<file path="src/wdsr_pkg.sv">
// Constants, types and state layout for the supervision timer and system reset block.
// Assumes a single 20 MHz clock and monitor inputs produced on that clock.
//
// Operation
// Host toggles kick pin; device restarts count
// Missed kick declares timeout, pulses timeout output
// Bus restart command also restarts the count
// Period programmable from 0.001 s to 258.048 s
// After timeout, kick or command restarts supervision
// Start immediately or after 100 ms doubling wait
// Timeout routable to pin, general output, reset
// Release reset after rails good, inputs asserted, delay
// Release delay 0 ms or 1 ms doubling
// Level mode: loss of rail or input asserts reset
// Pulse mode: one pulse, 0.001 s to 32.256 s
// Merged timeout toggles reset, released after delay; in pulse mode the code releases it after the pulse width (pulse_ms) instead
// Reset output comes up asserted
// Reconfiguration briefly asserts reset during re-evaluation
// Either kick edge counts, pin synchronised first
package wdsr_pkg;

  // ----------------------------------------------------------------
  // Timing
  // ----------------------------------------------------------------
  localparam int CLK_HZ = 20000000;
  localparam int TICK_MS = 1;
  localparam int TICK_CYCLES = CLK_HZ / 1000 * TICK_MS;
  localparam int TICK_W = 15;
  localparam int CNT_W = 22;
  localparam int WD_PERIOD_MIN_MS = 1;
  localparam int WD_PERIOD_MAX_MS = 258048;
  localparam int WD_PERIOD_W = 18;
  localparam int START_BASE_MS = 100;
  localparam int START_SEL_W = 4;
  localparam int DELAY_SEL_W = 5;
  localparam int DELAY_SEL_MAX = 16;
  localparam int PULSE_MIN_MS = 1;
  localparam int PULSE_MAX_MS = 32256;
  localparam int PULSE_W = 15;
  localparam logic [1:0] TIMEOUT_PULSE_MS = 2'h1;
  localparam int RAIL_N = 24;
  localparam int GPI_N = 32;
  localparam logic [CNT_W-1:0] CNT_ZERO = 22'h0;
  localparam logic [TICK_W-1:0] TICK_ZERO = 15'h0;

  // ----------------------------------------------------------------
  // Types
  // ----------------------------------------------------------------
  typedef enum logic [1:0] {WD_OFF, WD_START, WD_RUN, WD_EXPIRED} wdsr_wd_e;
  typedef enum logic [2:0] {RS_HOLD, RS_DELAY, RS_PULSE, RS_RUN, RS_REARM} wdsr_rs_e;

  typedef struct packed {
    logic wd_enable;
    logic [WD_PERIOD_W-1:0] wd_period_ms;
    logic [START_SEL_W-1:0] start_sel;
    logic to_pin;
    logic to_gpo;
    logic to_reset;
    logic [DELAY_SEL_W-1:0] delay_sel;
    logic pulse_mode;
    logic [PULSE_W-1:0] pulse_ms;
    logic [RAIL_N-1:0] rail_sel;
    logic [GPI_N-1:0] gpi_sel;
  } wdsr_cfg_s;

  typedef struct packed {
    logic [TICK_W-1:0] tick_cnt;
    logic kick_prev;
    wdsr_wd_e wd;
    logic [CNT_W-1:0] wd_cnt;
    logic timeout_pulse;
    logic [1:0] to_cnt;
    wdsr_rs_e rs;
    logic [CNT_W-1:0] rs_cnt;
    logic out_to_pin;
    logic out_to_gpo;
    logic out_rst_n;
  } wdsr_st_s;

  localparam wdsr_st_s ST_RESET = '{
    tick_cnt: TICK_ZERO, kick_prev: 1'b0, wd: WD_OFF, wd_cnt: CNT_ZERO,
    timeout_pulse: 1'b0, to_cnt: 2'h0, rs: RS_HOLD, rs_cnt: CNT_ZERO,
    out_to_pin: 1'b0, out_to_gpo: 1'b0, out_rst_n: 1'b0};

endpackage

</file>
<file path="src/wdsr_sync.sv">
// Two-stage synchroniser for pin inputs.
// Assumes inputs are asynchronous to clk_sys.
`timescale 1ns/1ns
module wdsr_sync #(
  parameter int W = 1
) (
  input wire logic clk_sys,
  input wire logic rst_n,
  input wire logic [W-1:0] d,
  output logic [W-1:0] q
);
  logic [W-1:0] meta;

  always_ff @(posedge clk_sys or negedge rst_n) begin
    if (!rst_n) begin
      meta <= '0;
      q <= '0;
    end else begin
      meta <= d;
      q <= meta;
    end
  end
endmodule // wdsr_sync

</file>
<file path="src/wdsr_watchdog_reset.sv">
// Supervision timer and system reset generator.
// Assumes rail monitor and bus command inputs are on clk_sys; kick and GPIs are pins.
`timescale 1ns/1ns
module wdsr_watchdog_reset #(
  parameter int TICK_CYCLES = wdsr_pkg::TICK_CYCLES
) (
  input wire logic clk_sys,
  input wire logic rst_n,
  input wire logic kick_input,
  input wire logic restart_cmd,
  input wire logic cfg_write,
  input wire wdsr_pkg::wdsr_cfg_s cfg,
  input wire logic [wdsr_pkg::RAIL_N-1:0] rail_pg_on,
  input wire logic [wdsr_pkg::RAIL_N-1:0] rail_below_pg_off,
  input wire logic [wdsr_pkg::GPI_N-1:0] gpi_pin,
  output logic timeout_output,
  output logic timeout_gpo,
  output logic sys_reset_n,
  output logic wd_expired
);

  // ----------------------------------------------------------------
  // Decoders
  // ----------------------------------------------------------------
  function automatic logic [wdsr_pkg::CNT_W-1:0] start_ms(
    input logic [wdsr_pkg::START_SEL_W-1:0] sel);
    logic [wdsr_pkg::CNT_W-1:0] base;
    base = wdsr_pkg::CNT_W'(wdsr_pkg::START_BASE_MS);
    start_ms = (sel == 4'h0) ? wdsr_pkg::CNT_ZERO : base << (sel - 4'h1);
  endfunction

  function automatic logic [wdsr_pkg::CNT_W-1:0] delay_ms(
    input logic [wdsr_pkg::DELAY_SEL_W-1:0] sel);
    logic [wdsr_pkg::DELAY_SEL_W-1:0] s;
    // Codes past the top step saturate at the longest delay
    s = (sel > 5'(wdsr_pkg::DELAY_SEL_MAX)) ? 5'(wdsr_pkg::DELAY_SEL_MAX) : sel;
    delay_ms = (s == 5'h0) ? wdsr_pkg::CNT_ZERO : 22'h1 << (s - 5'h1);
  endfunction

  // ----------------------------------------------------------------
  // Pin synchronisation
  // ----------------------------------------------------------------
  logic [wdsr_pkg::GPI_N:0] pins_s;
  logic kick_s;
  logic [wdsr_pkg::GPI_N-1:0] gpi_s;

  wdsr_sync #(.W(wdsr_pkg::GPI_N + 1)) u_sync (
    .clk_sys(clk_sys),
    .rst_n(rst_n),
    .d({kick_input, gpi_pin}),
    .q(pins_s)
  );

  assign kick_s = pins_s[wdsr_pkg::GPI_N];
  assign gpi_s = pins_s[wdsr_pkg::GPI_N-1:0];

  // ----------------------------------------------------------------
  // State
  // ----------------------------------------------------------------
  wdsr_pkg::wdsr_st_s st;
  wdsr_pkg::wdsr_st_s next_st;
  logic tick;
  logic kick;
  logic restart;
  logic timeout;
  logic conds_ok;
  logic loss;
  logic merge_to;
  logic [wdsr_pkg::CNT_W-1:0] period;
  logic [wdsr_pkg::CNT_W-1:0] pulse_len;

  always_comb begin
    next_st = st;
    tick = (st.tick_cnt == wdsr_pkg::TICK_W'(TICK_CYCLES - 1));
    next_st.tick_cnt = tick ? wdsr_pkg::TICK_ZERO : st.tick_cnt + 15'h1;
    kick = kick_s ^ st.kick_prev;
    next_st.kick_prev = kick_s;
    restart = kick | restart_cmd;
    period = wdsr_pkg::CNT_W'(cfg.wd_period_ms);
    pulse_len = wdsr_pkg::CNT_W'(cfg.pulse_ms);
    timeout = 1'b0;

    // Supervision timer
    case (st.wd)
      wdsr_pkg::WD_OFF: begin
        if (cfg.wd_enable) begin
          if (cfg.start_sel == 4'h0) begin
            next_st.wd = wdsr_pkg::WD_RUN;
            next_st.wd_cnt = period;
          end else begin
            next_st.wd = wdsr_pkg::WD_START;
            next_st.wd_cnt = start_ms(cfg.start_sel);
          end
        end
      end
      wdsr_pkg::WD_START: begin
        // Kicks are not supervised during the start wait
        if (tick) begin
          if (st.wd_cnt <= 22'h1) begin
            next_st.wd = wdsr_pkg::WD_RUN;
            next_st.wd_cnt = period;
          end else begin
            next_st.wd_cnt = st.wd_cnt - 22'h1;
          end
        end
      end
      wdsr_pkg::WD_RUN: begin
        if (restart) begin
          next_st.wd_cnt = period;
        end else if (tick) begin
          if (st.wd_cnt <= 22'h1) begin
            timeout = 1'b1;
            next_st.wd = wdsr_pkg::WD_EXPIRED;
          end else begin
            next_st.wd_cnt = st.wd_cnt - 22'h1;
          end
        end
      end
      default: begin
        if (restart) begin
          next_st.wd = wdsr_pkg::WD_RUN;
          next_st.wd_cnt = period;
        end
      end
    endcase
    if (!cfg.wd_enable) begin
      next_st.wd = wdsr_pkg::WD_OFF;
      timeout = 1'b0;
    end

    // Timeout pulse, at least one millisecond wide
    if (timeout) begin
      next_st.timeout_pulse = 1'b1;
      next_st.to_cnt = wdsr_pkg::TIMEOUT_PULSE_MS;
    end else if (st.timeout_pulse && tick) begin
      if (st.to_cnt <= 2'h1) begin
        next_st.timeout_pulse = 1'b0;
      end else begin
        next_st.to_cnt = st.to_cnt - 2'h1;
      end
    end
    next_st.out_to_pin = next_st.timeout_pulse & cfg.to_pin;
    next_st.out_to_gpo = next_st.timeout_pulse & cfg.to_gpo;

    // System reset
    conds_ok = (&(rail_pg_on | ~cfg.rail_sel)) & (&(gpi_s | ~cfg.gpi_sel));
    loss = (|(rail_below_pg_off & cfg.rail_sel)) | (|(~gpi_s & cfg.gpi_sel));
    merge_to = timeout & cfg.to_reset;
    if (cfg_write) begin
      // Conditions are re-examined from scratch after a reconfiguration
      next_st.rs = wdsr_pkg::RS_HOLD;
    end else if (merge_to) begin
      if (cfg.pulse_mode) begin
        next_st.rs = wdsr_pkg::RS_PULSE;
        next_st.rs_cnt = pulse_len;
      end else begin
        next_st.rs = wdsr_pkg::RS_DELAY;
        next_st.rs_cnt = delay_ms(cfg.delay_sel);
      end
    end else begin
      case (st.rs)
        wdsr_pkg::RS_HOLD: begin
          if (conds_ok) begin
            if (cfg.pulse_mode) begin
              next_st.rs = wdsr_pkg::RS_PULSE;
              next_st.rs_cnt = pulse_len;
            end else begin
              next_st.rs = wdsr_pkg::RS_DELAY;
              next_st.rs_cnt = delay_ms(cfg.delay_sel);
            end
          end
        end
        wdsr_pkg::RS_DELAY: begin
          // Losing an input restarts tracking: release waits for it again
          if (loss) begin
            next_st.rs = wdsr_pkg::RS_HOLD;
          end else if (st.rs_cnt == wdsr_pkg::CNT_ZERO) begin
            next_st.rs = wdsr_pkg::RS_RUN;
          end else if (tick) begin
            next_st.rs_cnt = st.rs_cnt - 22'h1;
          end
        end
        wdsr_pkg::RS_PULSE: begin
          if (tick) begin
            if (st.rs_cnt <= 22'h1) begin
              next_st.rs = wdsr_pkg::RS_RUN;
            end else begin
              next_st.rs_cnt = st.rs_cnt - 22'h1;
            end
          end
        end
        wdsr_pkg::RS_RUN: begin
          if (loss) begin
            next_st.rs = cfg.pulse_mode ? wdsr_pkg::RS_REARM : wdsr_pkg::RS_HOLD;
          end
        end
        default: begin
          if (conds_ok) begin
            next_st.rs = wdsr_pkg::RS_PULSE;
            next_st.rs_cnt = pulse_len;
          end
        end
      endcase
    end
    next_st.out_rst_n = (next_st.rs == wdsr_pkg::RS_RUN) ||
                        (next_st.rs == wdsr_pkg::RS_REARM);
  end

  always_ff @(posedge clk_sys or negedge rst_n) begin
    if (!rst_n) begin
      st <= wdsr_pkg::ST_RESET;
    end else begin
      st <= next_st;
    end
  end

  assign timeout_output = st.out_to_pin;
  assign timeout_gpo = st.out_to_gpo;
  assign sys_reset_n = st.out_rst_n;
  assign wd_expired = (st.wd == wdsr_pkg::WD_EXPIRED);
endmodule // wdsr_watchdog_reset

</file>
<file path="config.mk">
export PLATFORM = sky130hd
export DESIGN_NAME = wdsr_watchdog_reset
export DESIGN_NICKNAME = d
export VERILOG_FILES = /design/src/wdsr_pkg.sv /design/src/wdsr_sync.sv /design/src/wdsr_watchdog_reset.sv
export SDC_FILE = /design/constraint.sdc
export NUM_CORES = 1
export LEC_CHECK = 0
export ABC_AREA = 1
export BUFFER_PORTS_ARGS = -buffer_cell sky130_fd_sc_hd__buf_2
export CAP_MARGIN = 0
export CORE_MARGIN = 3
export CORE_UTILIZATION = 41
export CTS_CLUSTER_SIZE = 8
export DETAILED_ROUTE_END_ITERATION = 10
export GPL_TIMING_DRIVEN = 0
export SKIP_LAST_GASP = 1
export SLEW_MARGIN = 15
export SYNTH_ARGS = -nofsm -noshare
export SYNTH_HDL_FRONTEND = slang
export SYNTH_HIERARCHICAL = 1
export SYNTH_SLANG_ARGS = --single-unit
</file>
<file path="constraint.sdc">
create_clock -name clk_sys -period 5.95 [get_ports clk_sys]
set_input_delay 0.8925 -clock clk_sys [delete_from_list [all_inputs] [get_ports clk_sys]]
set_output_delay 0.8925 -clock clk_sys [all_outputs]
set_load 0.05 [all_outputs]
</file>
==> out/metrics.yaml, run 1 <==
status: "finished clean"
antenna_cells: 0
grt_pass1_wl_um: 38500
layout_common_cells: "410 x nand2_1, 199 x buf_2, 173 x inv_1"
dr.pass1.iters: 5
max_freq_mhz: 390
finalHoldViolCount: 0
drc: 0
max_stage_delay_ns: 0.45
tightest_slew_ns: 0.544
clk_pin_slew_ns: 0.07
viasPerCell: 4.86
crit_fanout: 10
avgSynthCellArea_um2: 6.95
fin_skew_ns: 0.0116
design_area_um2: 10600
final_common_cell: "nand2_1"
slew_headroom_pct: 63.7
critPathArrivalTime_ns: 2.92
cts.sinks: 137
ys_seq_elements: 137
cp-end-kind: "register"
initial_core_util_pct: 42.4
htreeDepth: 4
cts_hold_buf: 0
num_rows: 52
antenna_found_initial: 0
drv_slew: 0
clk_path_buf_depth: 2
grt_use_total_pct: 21.2
dieWidth_um: 152
die_h_um: 152
cts_resized: 0
drtAntennaViolNets: 0
yosysSeqAreaShare_pct: 39.5
drtIter0Drc: 453
clock-root-buffer: "clkbuf_16"
grt_max_degree: 99
globalplace.congestion: 0.904
peakVddDrop_v: 0.000231
port_buffers: 191
grt_pass1_vias: 7956
critPathLaunchType: "register"
final-setup-viol-count: 0
holdCritPathClass: "input pin to async pin"
cts_inserted_buffers: 17
slowest_stage: "dfrtp_1"
post_cts_buffers: 0
ys_types: 48
netlist_area_um2: 8680
routedWlPerCell_um: 14.0
powerDensity_nw_per_um2: 294
via_count: 8461
clkLatencyLatePin_ns: 0.42
fp.coreArea_um2: 20500
dp.final_hpwl_um: 19100
power_mw: 3.12
utilization_pct: 51.8
period_share_pct: 43.1
drive_gt1_share_pct: 19.0
leakage_nw: 5.81
placed_cell_area_um2: 10000
finalSetupTns_ns: 0
dp_slack_ns: 3.07
fin_crit_ns: 2.57
tritoncts: "yes"
rsz0062_at_grt: "no"
nets: 1662
yosys_warnings: 6
finalWorstSetupSlack_ns: 3.38
ios: 192
cpMostUsedCell: "nand2_1"
syn2layout_area_growth_pct: 22.3
crit_chain: "inv_1, ha_1, inv_2, nor2_8, nand3_1, nand2_1, nand3_1, nor2_1, nand3_2, buf_2, o21ai_0, nand2_1, nand2_1"
grt_overflow_total: 0
synth_cells: 1248
wirelength_um: 24300
path_class: "register to register"
required_ns: 6.30
drv_cap: 0
die_area_um2: 23000
syn-num-nets: 1451
stage by stage:
step / hold slack (ns) / std cells
CTS: 0.343 / 1741
detailed placement: 0.335 / 1710
finish: 0.341 / 1741
floorplan: 0.331 / 1248
global placement: 0.331 / 1709
global route: 0.348 / 1741
sequential cells by signal, summed over array words and instances (netlist names):
| signal | flops |
|---|---|
| sys_reset_n | 1 |
| u_sync/meta | 33 |
| u_sync/q | 33 |
| timeout_gpo | 1 |
| timeout_output | 1 |
| st | 68 |
critical path: cells and delay by family, from the launching register on:
| kind | cells | cell delay (ns) |
|---|---|---|
| AO/OA/AOI/OAI | 1 | 0.31 |
| adder cells (fa/ha/maj) | 1 | 0.25 |
| AND/OR/NAND/NOR | 8 | 0.98 |
| buffers and inverters | 3 | 0.52 |
| flip-flops | 1 | 0.45 |
cell usage after synthesis (all sizes together):
master	number	share of area (%)
nor3	16	1.0
xnor2	9	0.99
nand3	76	4.4
nor3b	1	0.087
inv	183	7.9
o31ai	1	0.087
buf	14	1.1
nand2	414	18
clkbuf	7	0.30
nor4	6	0.50
o311ai	1	0.10
o21ai	80	4.6
a21boi	6	0.78
or2	8	0.58
a21o	2	0.17
nor2	151	7.3
o22ai	7	0.50
xor2	28	2.8
a22oi	4	0.35
a31oi	3	0.22
o221a	1	0.13
ha	15	2.2
nand3b	4	0.43
o211ai	19	1.7
dfrtp	137	39
nand4	24	2.1
a21oi	30	1.9
a32oi	1	0.10
path summary, 6_finish.rpt:
kind                                        endpoint  slack, ns  cells after the start                       from
hold / removal                    st[16]$_DFFE_PN0P_       0.34                      1                      rst_n
setup / recovery                   st[6]$_DFFE_PN0P_       3.38                     13         st[31]$_DFFE_PN0P_
min in group clk_sys          u_sync/q[18]$_DFF_PN0_       0.34                      0  u_sync/meta[18]$_DFF_PN0_
hold reg to reg               u_sync/q[18]$_DFF_PN0_       0.34                      0  u_sync/meta[18]$_DFF_PN0_
max in group asynchronous  u_sync/meta[24]$_DFF_PN0_       4.83                      2                      rst_n
setup reg to reg                   st[6]$_DFFE_PN0P_       3.38                     13         st[31]$_DFFE_PN0P_
cell type report:
class,instances,area (um2)
fill,2106,9880
multi-input combinational,907,4440
sequential,137,3430
timing repair buffer,192,993
inverter,183,687
clock buffer,20,447
tap,270,338
clock inverter,11,160
buffer,21,120
metal layers:
| layer | vias to the layer above | routed length, um | share of wire (%) | GRT usage [%] |
|---|---|---|---|---|
| met4 | 0 | 243 | 1.0 | 4.27 |
| met3 | 15 | 1520 | 6.2 | 3.81 |
| met1 | 3818 | 11100 | 45 | 27.9 |
| li1 | 4373 | - | - | - |
| met5 | - | 0 | 0 | 0 |
| met2 | 255 | 11500 | 47 | 36.9 |
cell families (layout without fill, tap and decap cells):
kind of cell / after synthesis / in the layout / synth area share [%]
buffers and inverters: 204 / 427 / 9.30
xor gates and xnor gates: 37 / 37 / 3.82
AOI/OAI and AO/OA: 155 / 155 / 10.6
and+or+nand+nor: 700 / 700 / 34.6
DFF: 137 / 137 / 39.5
adders and majority gates: 15 / 15 / 2.16
where the power goes:
group          internal (mW)  switching [mW]  total, mW
clock network          0.677           0.422       1.10
logic                  0.335           0.599      0.934
registers               1.01          0.0768       1.09
No activity file was read; power rests on OpenSTA's default activity.
==> run 2: changes to the inputs <==
==> constraint.sdc (replaced) <==
create_clock -name clk_sys -period 2.6 [get_ports clk_sys]
set_input_delay 0.39 -clock clk_sys [delete_from_list [all_inputs] [get_ports clk_sys]]
set_output_delay 0.39 -clock clk_sys [all_outputs]
set_load 0.05 [all_outputs]
==> out/metrics.yaml, run 2 (synthesized netlist as in run 1, its figures left out) <==
status: "finished clean"
grt_pass1_wl_um: 38500
final-setup-viol-count: 0
max_freq_mhz: 416
clk_pin_slew_ns: 0.06
path_class: "register to register"
placed_cell_area_um2: 10000
powerDensity_nw_per_um2: 672
max_stage_delay_ns: 0.42
antenna_found_initial: 0
hold_slack_ns: 0.0735
tritoncts: "yes"
slew_headroom_pct: 64.3
finalSetupTns_ns: 0
drive_gt1_share_pct: 19.5
nets: 1664
cpMostUsedCell: "nand2_1"
initial_core_util_pct: 42.4
crit_buf_inv: 3
drv_slew: 0
num_rows: 52
grt_use_total_pct: 21.2
critPathLaunchType: "register"
drv_cap: 0
die_area_um2: 23000
dr.pass1.iters: 5
cp_top_family: "simple AND/OR/NAND/NOR gates"
tightest_slew_ns: 0.536
dp.final_hpwl_um: 19100
leakage_nw: 5.81
clkLatencyLatePin_ns: 0.42
clock-root-buffer: "clkbuf_16"
via_count: 8498
drtAntennaViolNets: 0
period_share_pct: 92.5
r2r_start: "st[53]$_DFFE_PN0P_"
viasPerCell: 4.88
drc: 0
peakVddDrop_v: 0.000531
required_ns: 2.95
cts.sinks: 137
fin_skew_ns: 0.0121
nFillCells: 2103
crit_fanout: 9
final_common_cell: "nand2_1"
clk_path_buf_depth: 2
globalplace.congestion: 0.904
crit_path_start: "st[53]$_DFFE_PN0P_"
critPathArrivalTime_ns: 2.76
cts_inserted_buffers: 17
grt_max_degree: 99
largestRegisters: "st: 68 flops, u_sync/meta: 33 flops, u_sync/q: 33 flops"
die_h_um: 152
slowest_stage: "dfrtp_1"
port_buffers: 191
crit_chain: "inv_1, ha_1, buf_2, nand3_1, nor2_1, nand4_1, nor2_2, nor2_1, nand2_1, nand2_1, inv_2, nand3_1, nand2_1"
drtIter0Drc: 526
cp-end-kind: "register"
wirelength_um: 24400
dieWidth_um: 152
routedWlPerCell_um: 14.0
min-delay-start: "gpi_pin[14]"
ios: 192
htreeDepth: 4
largest_reg_flops: 68
holdCritPathClass: "input pin to register"
design_area_um2: 10700
fp.coreArea_um2: 20500
layout_common_cells: "409 x nand2_1, 199 x buf_2, 172 x inv_1"
grt_overflow_total: 0
top_register: "st"
syn2layout_area_growth_pct: 22.7
finalHoldViolCount: 0
antenna_cells: 0
fin_crit_ns: 2.41
grt_pass1_vias: 7956
[run 2: final timing paths]
path / cells past startpoint / to / slack (ns)
worst min-delay path: 1 / u_sync/meta[14]$_DFF_PN0_ / 0.07
worst min register to register: 0 / u_sync/q[18]$_DFF_PN0_ / 0.34
min in group asynchronous: 2 / st[16]$_DFFE_PN0P_ / 0.44
max in group asynchronous: 3 / u_sync/meta[24]$_DFF_PN0_ / 1.39
worst max register to register: 13 / sys_reset_n$_DFF_PN0_ / 0.19
worst max-delay path: 13 / sys_reset_n$_DFF_PN0_ / 0.19
[run 2: layer usage]
layer	wire (um)	GRT usage (%)
met5	0	0
met4	251	4.27
met3	1570	3.81
met2	11600	36.9
met1	11000	27.9
[run 2: layout make-up]
type	instances	area [um2]	share of cell area, %
multi-input combinational	907	4460	41.9
sequential	137	3430	32.2
timing repair buffer	194	1010	9.49
inverter	183	687	6.45
clock buffer	20	447	4.19
tap	270	338	3.17
clock inverter	11	160	1.50
buffer	21	120	1.13
[run 2: power breakdown]
part	internal [mW]	switching, mW	total (mW)
Sequential	2.32	0.177	2.49
Clock	1.55	0.964	2.51
Combinational	0.771	1.38	2.15
Total	4.64	2.52	7.15
[run 2: per-stage QoR]
| step | instances | worst slack, ns | util [%] | power [mW] |
|---|---|---|---|---|
| floorplan | 1248 | 0.622 | - | 4.01 |
| global placement | 1709 | -0.867 | 48.7 | 4.63 |
| detailed placement | 1710 | 0.0506 | 48.8 | 4.66 |
| CTS | 1742 | 0.0361 | 51.9 | 7.21 |
| global route | 1743 | -0.00986 | 52.0 | 7.63 |
| finish | 1743 | 0.194 | 52.0 | 7.15 |
[run 2: what timing repair did]
action,in CTS,in global routing
hold endpoints to repair,39,0
resized for setup,0,8
hold buffers,1,0
setup endpoints to repair,0,23
buffers inserted,0,1
==> run 3: changes to the inputs <==
--- a/config.mk
+++ b/config.mk
@@ -13,9 +13,7 @@
 export CTS_CLUSTER_SIZE = 8
 export DETAILED_ROUTE_END_ITERATION = 10
 export GPL_TIMING_DRIVEN = 0
-export SKIP_LAST_GASP = 1
 export SLEW_MARGIN = 15
 export SYNTH_ARGS = -nofsm -noshare
 export SYNTH_HDL_FRONTEND = slang
-export SYNTH_HIERARCHICAL = 1
 export SYNTH_SLANG_ARGS = --single-unit
==> out/metrics.yaml, run 3 <==
status: "finished clean"
final_common_cell: "nand2_1"
grt_max_degree: 107
initial_core_util_pct: 42.0
yosysTopAreaCellShare_pct: 40.1
die_h_um: 150
dpl.cell_count: 1685
critPathArrivalTime_ns: 2.71
dp_slack_ns: 0.0252
largest_reg_flops: 68
met1_usage_pct: 27.7
netlist_area_um2: 8550
critPathLaunchType: "register"
synth_top_area_cell: "dfrtp_1"
multi_input_area_um2: 4320
drtAntennaViolNets: 0
dieWidth_um: 150
grt_use_total_pct: 21.6
synth_area_leaders: "dfrtp_1 40%, nand2_1 17%, inv_1 7.3%"
synth_cells: 1225
num_rows: 52
drc: 0
peakVddDrop_v: 0.000527
fp.coreArea_um2: 20400
ys_seq_elements: 137
clock-root-buffer: "clkbuf_16"
finalWorstSetupSlack_ns: 0.202
antenna_cells: 0
syn-num-nets: 1428
slowest_stage: "dfrtp_1"
finalSetupTns_ns: 0
viasPerCell: 4.91
port_buffers: 189
cts_inserted_buffers: 17
async_flop_share_pct: 100
finalHoldViolCount: 0
grt_overflow_total: 0
rsz0062_at_grt: "no"
required_ns: 2.92
cts.sinks: 137
max_freq_mhz: 417
clk_pin_slew_ns: 0.07
nets: 1638
grtUsageMet2_pct: 37.0
clkLatencyLatePin_ns: 0.43
ys_types: 44
routedWlPerCell_um: 14.4
drive_gt1_share_pct: 19.6
largestRegisters: "st: 68 flops, u_sync.meta: 33 flops, u_sync.q: 33 flops"
cpMostUsedCell: "nand2_1"
antenna_found_initial: 0
avgSynthCellArea_um2: 6.98
fin_cells: 1718
slew_headroom_pct: 61.4
nFillCells: 2053
dr.pass1.iters: 6
tritoncts: "yes"
htreeDepth: 4
holdCritPathClass: "input pin to register"
yosysSeqAreaShare_pct: 40.1
syn2layout_area_growth_pct: 22.4
fin_skew_ns: 0.0107
via_count: 8429
layout_common_cells: "387 x nand2_1, 195 x buf_2, 166 x inv_1"
leakage_nw: 5.65
utilization_pct: 51.4
ios: 192
crit_fanout: 10
synth_edf_count: 0
dp.final_hpwl_um: 19200
top_register: "st"
tightest_slew_ns: 0.578
final-setup-viol-count: 0
drv_slew: 0
grt_pass1_vias: 7707
seqCellArea_um2: 3430
netlist_top_cells_count: "387 x nand2_1, 167 x inv_1, 137 x dfrtp_1"
yosys_warnings: 0
die_area_um2: 22600
path_class: "register to register"
globalplace.congestion: 0.910
yosysMostFrequentCell: "nand2_1"
synth_flop_cell: "dfrtp_1"
crit_chain: "nor2_1, nand2_2, nor2_4, nand4_1, nand2_1, nand2_1, a21oi_4, buf_4, o2111ai_1, nand2_1, nand2_1"
drtIter0Drc: 506
wirelength_um: 24700
grt_pass1_wl_um: 38300
clk_path_buf_depth: 2
powerDensity_nw_per_um2: 672
cp-end-kind: "register"
fin_crit_ns: 2.40
drv_cap: 0
grt_use_met3_pct: 3.73
top_usage_layer: "met2"
period_share_pct: 92.2
max_stage_delay_ns: 0.45
## run 3: cell count changes in the layout (fill, tap and decap cells not counted), moves of 5 or more
cell       delta
nor2_1       -18
nand2_1      -22
o221ai_1      +5
nand3_1      +19
o2111ai_1     +5
inv_1         -6
## run 3: area by class of cell
cell class                      instances  share of cell area [%]
Timing Repair Buffer                  192                    9.56
Tap cell                              270                    3.23
Multi-Input combinational cell        882                    41.3
Buffer                                 27                    1.46
Inverter                              178                    6.38
Clock inverter                         14                    1.23
Clock buffer                           18                    4.10
Sequential cell                       137                    32.8
## run 3: kinds of logic (layout without fill, tap and decap cells)
family,count (synthesis),in the layout,share of synthesized area (%)
AND/OR/NAND/NOR,676,676,33.4
buffers and inverters,206,429,9.63
AO/OA/AOI/OAI,153,153,10.8
flip-flops,137,137,40.1
XOR/XNOR,38,38,3.89
adder cells (fa/ha/maj),15,15,2.19
## run 3: through the flow
stage	instance area [um2]	hold WS (ns)	power (mW)
2_1_floorplan	8550	0.0944	3.96
3_3_place_gp	9830	0.332	4.67
3_5_place_dp	9870	0.271	4.68
4_1_cts	10400	0.0461	7.04
5_1_grt	10500	0.0496	7.46
6_report	10500	0.0625	7.03
## run 3: layer usage
| layer | wire length, um | vias up | share of wire [%] |
|---|---|---|---|
| met2 | 11700 | 307 | 47 |
| met4 | 437 | 0 | 1.8 |
| met1 | 10800 | 3772 | 44 |
| li1 | - | 4319 | - |
| met5 | 0 | - | 0 |
| met3 | 1760 | 31 | 7.2 |
## run 3: timing repair
item	CTS	global route
resized for setup	0	8
buffers inserted	0	1
hold buffers	1	0
hold endpoints to repair	31	0
setup endpoints to repair	0	40
## run 3: path summary, 6_finish.rpt
path / startpoint / to / slack, ns / cells past startpoint
hold / removal: gpi_pin[11] / u_sync.meta[11]$_DFF_PN0_ / 0.06 / 1
max in group asynchronous: rst_n / u_sync.q[13]$_DFF_PN0_ / 1.36 / 3
setup reg to reg: st[36]$_DFFE_PN0P_ / st[43]$_DFFE_PN0P_ / 0.20 / 11
min in group asynchronous: rst_n / st[3]$_DFFE_PN0P_ / 0.41 / 2
hold reg to reg: u_sync.meta[0]$_DFF_PN0_ / u_sync.q[0]$_DFF_PN0_ / 0.34 / 0
setup / recovery: st[36]$_DFFE_PN0P_ / st[43]$_DFFE_PN0P_ / 0.20 / 11
## run 3: critical path: cells and delay by family, from the launching register on
kind	cells	cell delay (ns)
and+or+nand+nor	8	1.16
DFF	1	0.45
AOI/OAI and AO/OA	2	0.42
buffers and inverters	1	0.25
## run 3: power breakdown
part	switching (mW)	internal (mW)	leakage (nW)
Sequential	0.169	2.31	1.71
Clock	1.06	1.26	0.266
Combinational	1.46	0.771	3.68
Total	2.69	4.35	5.65
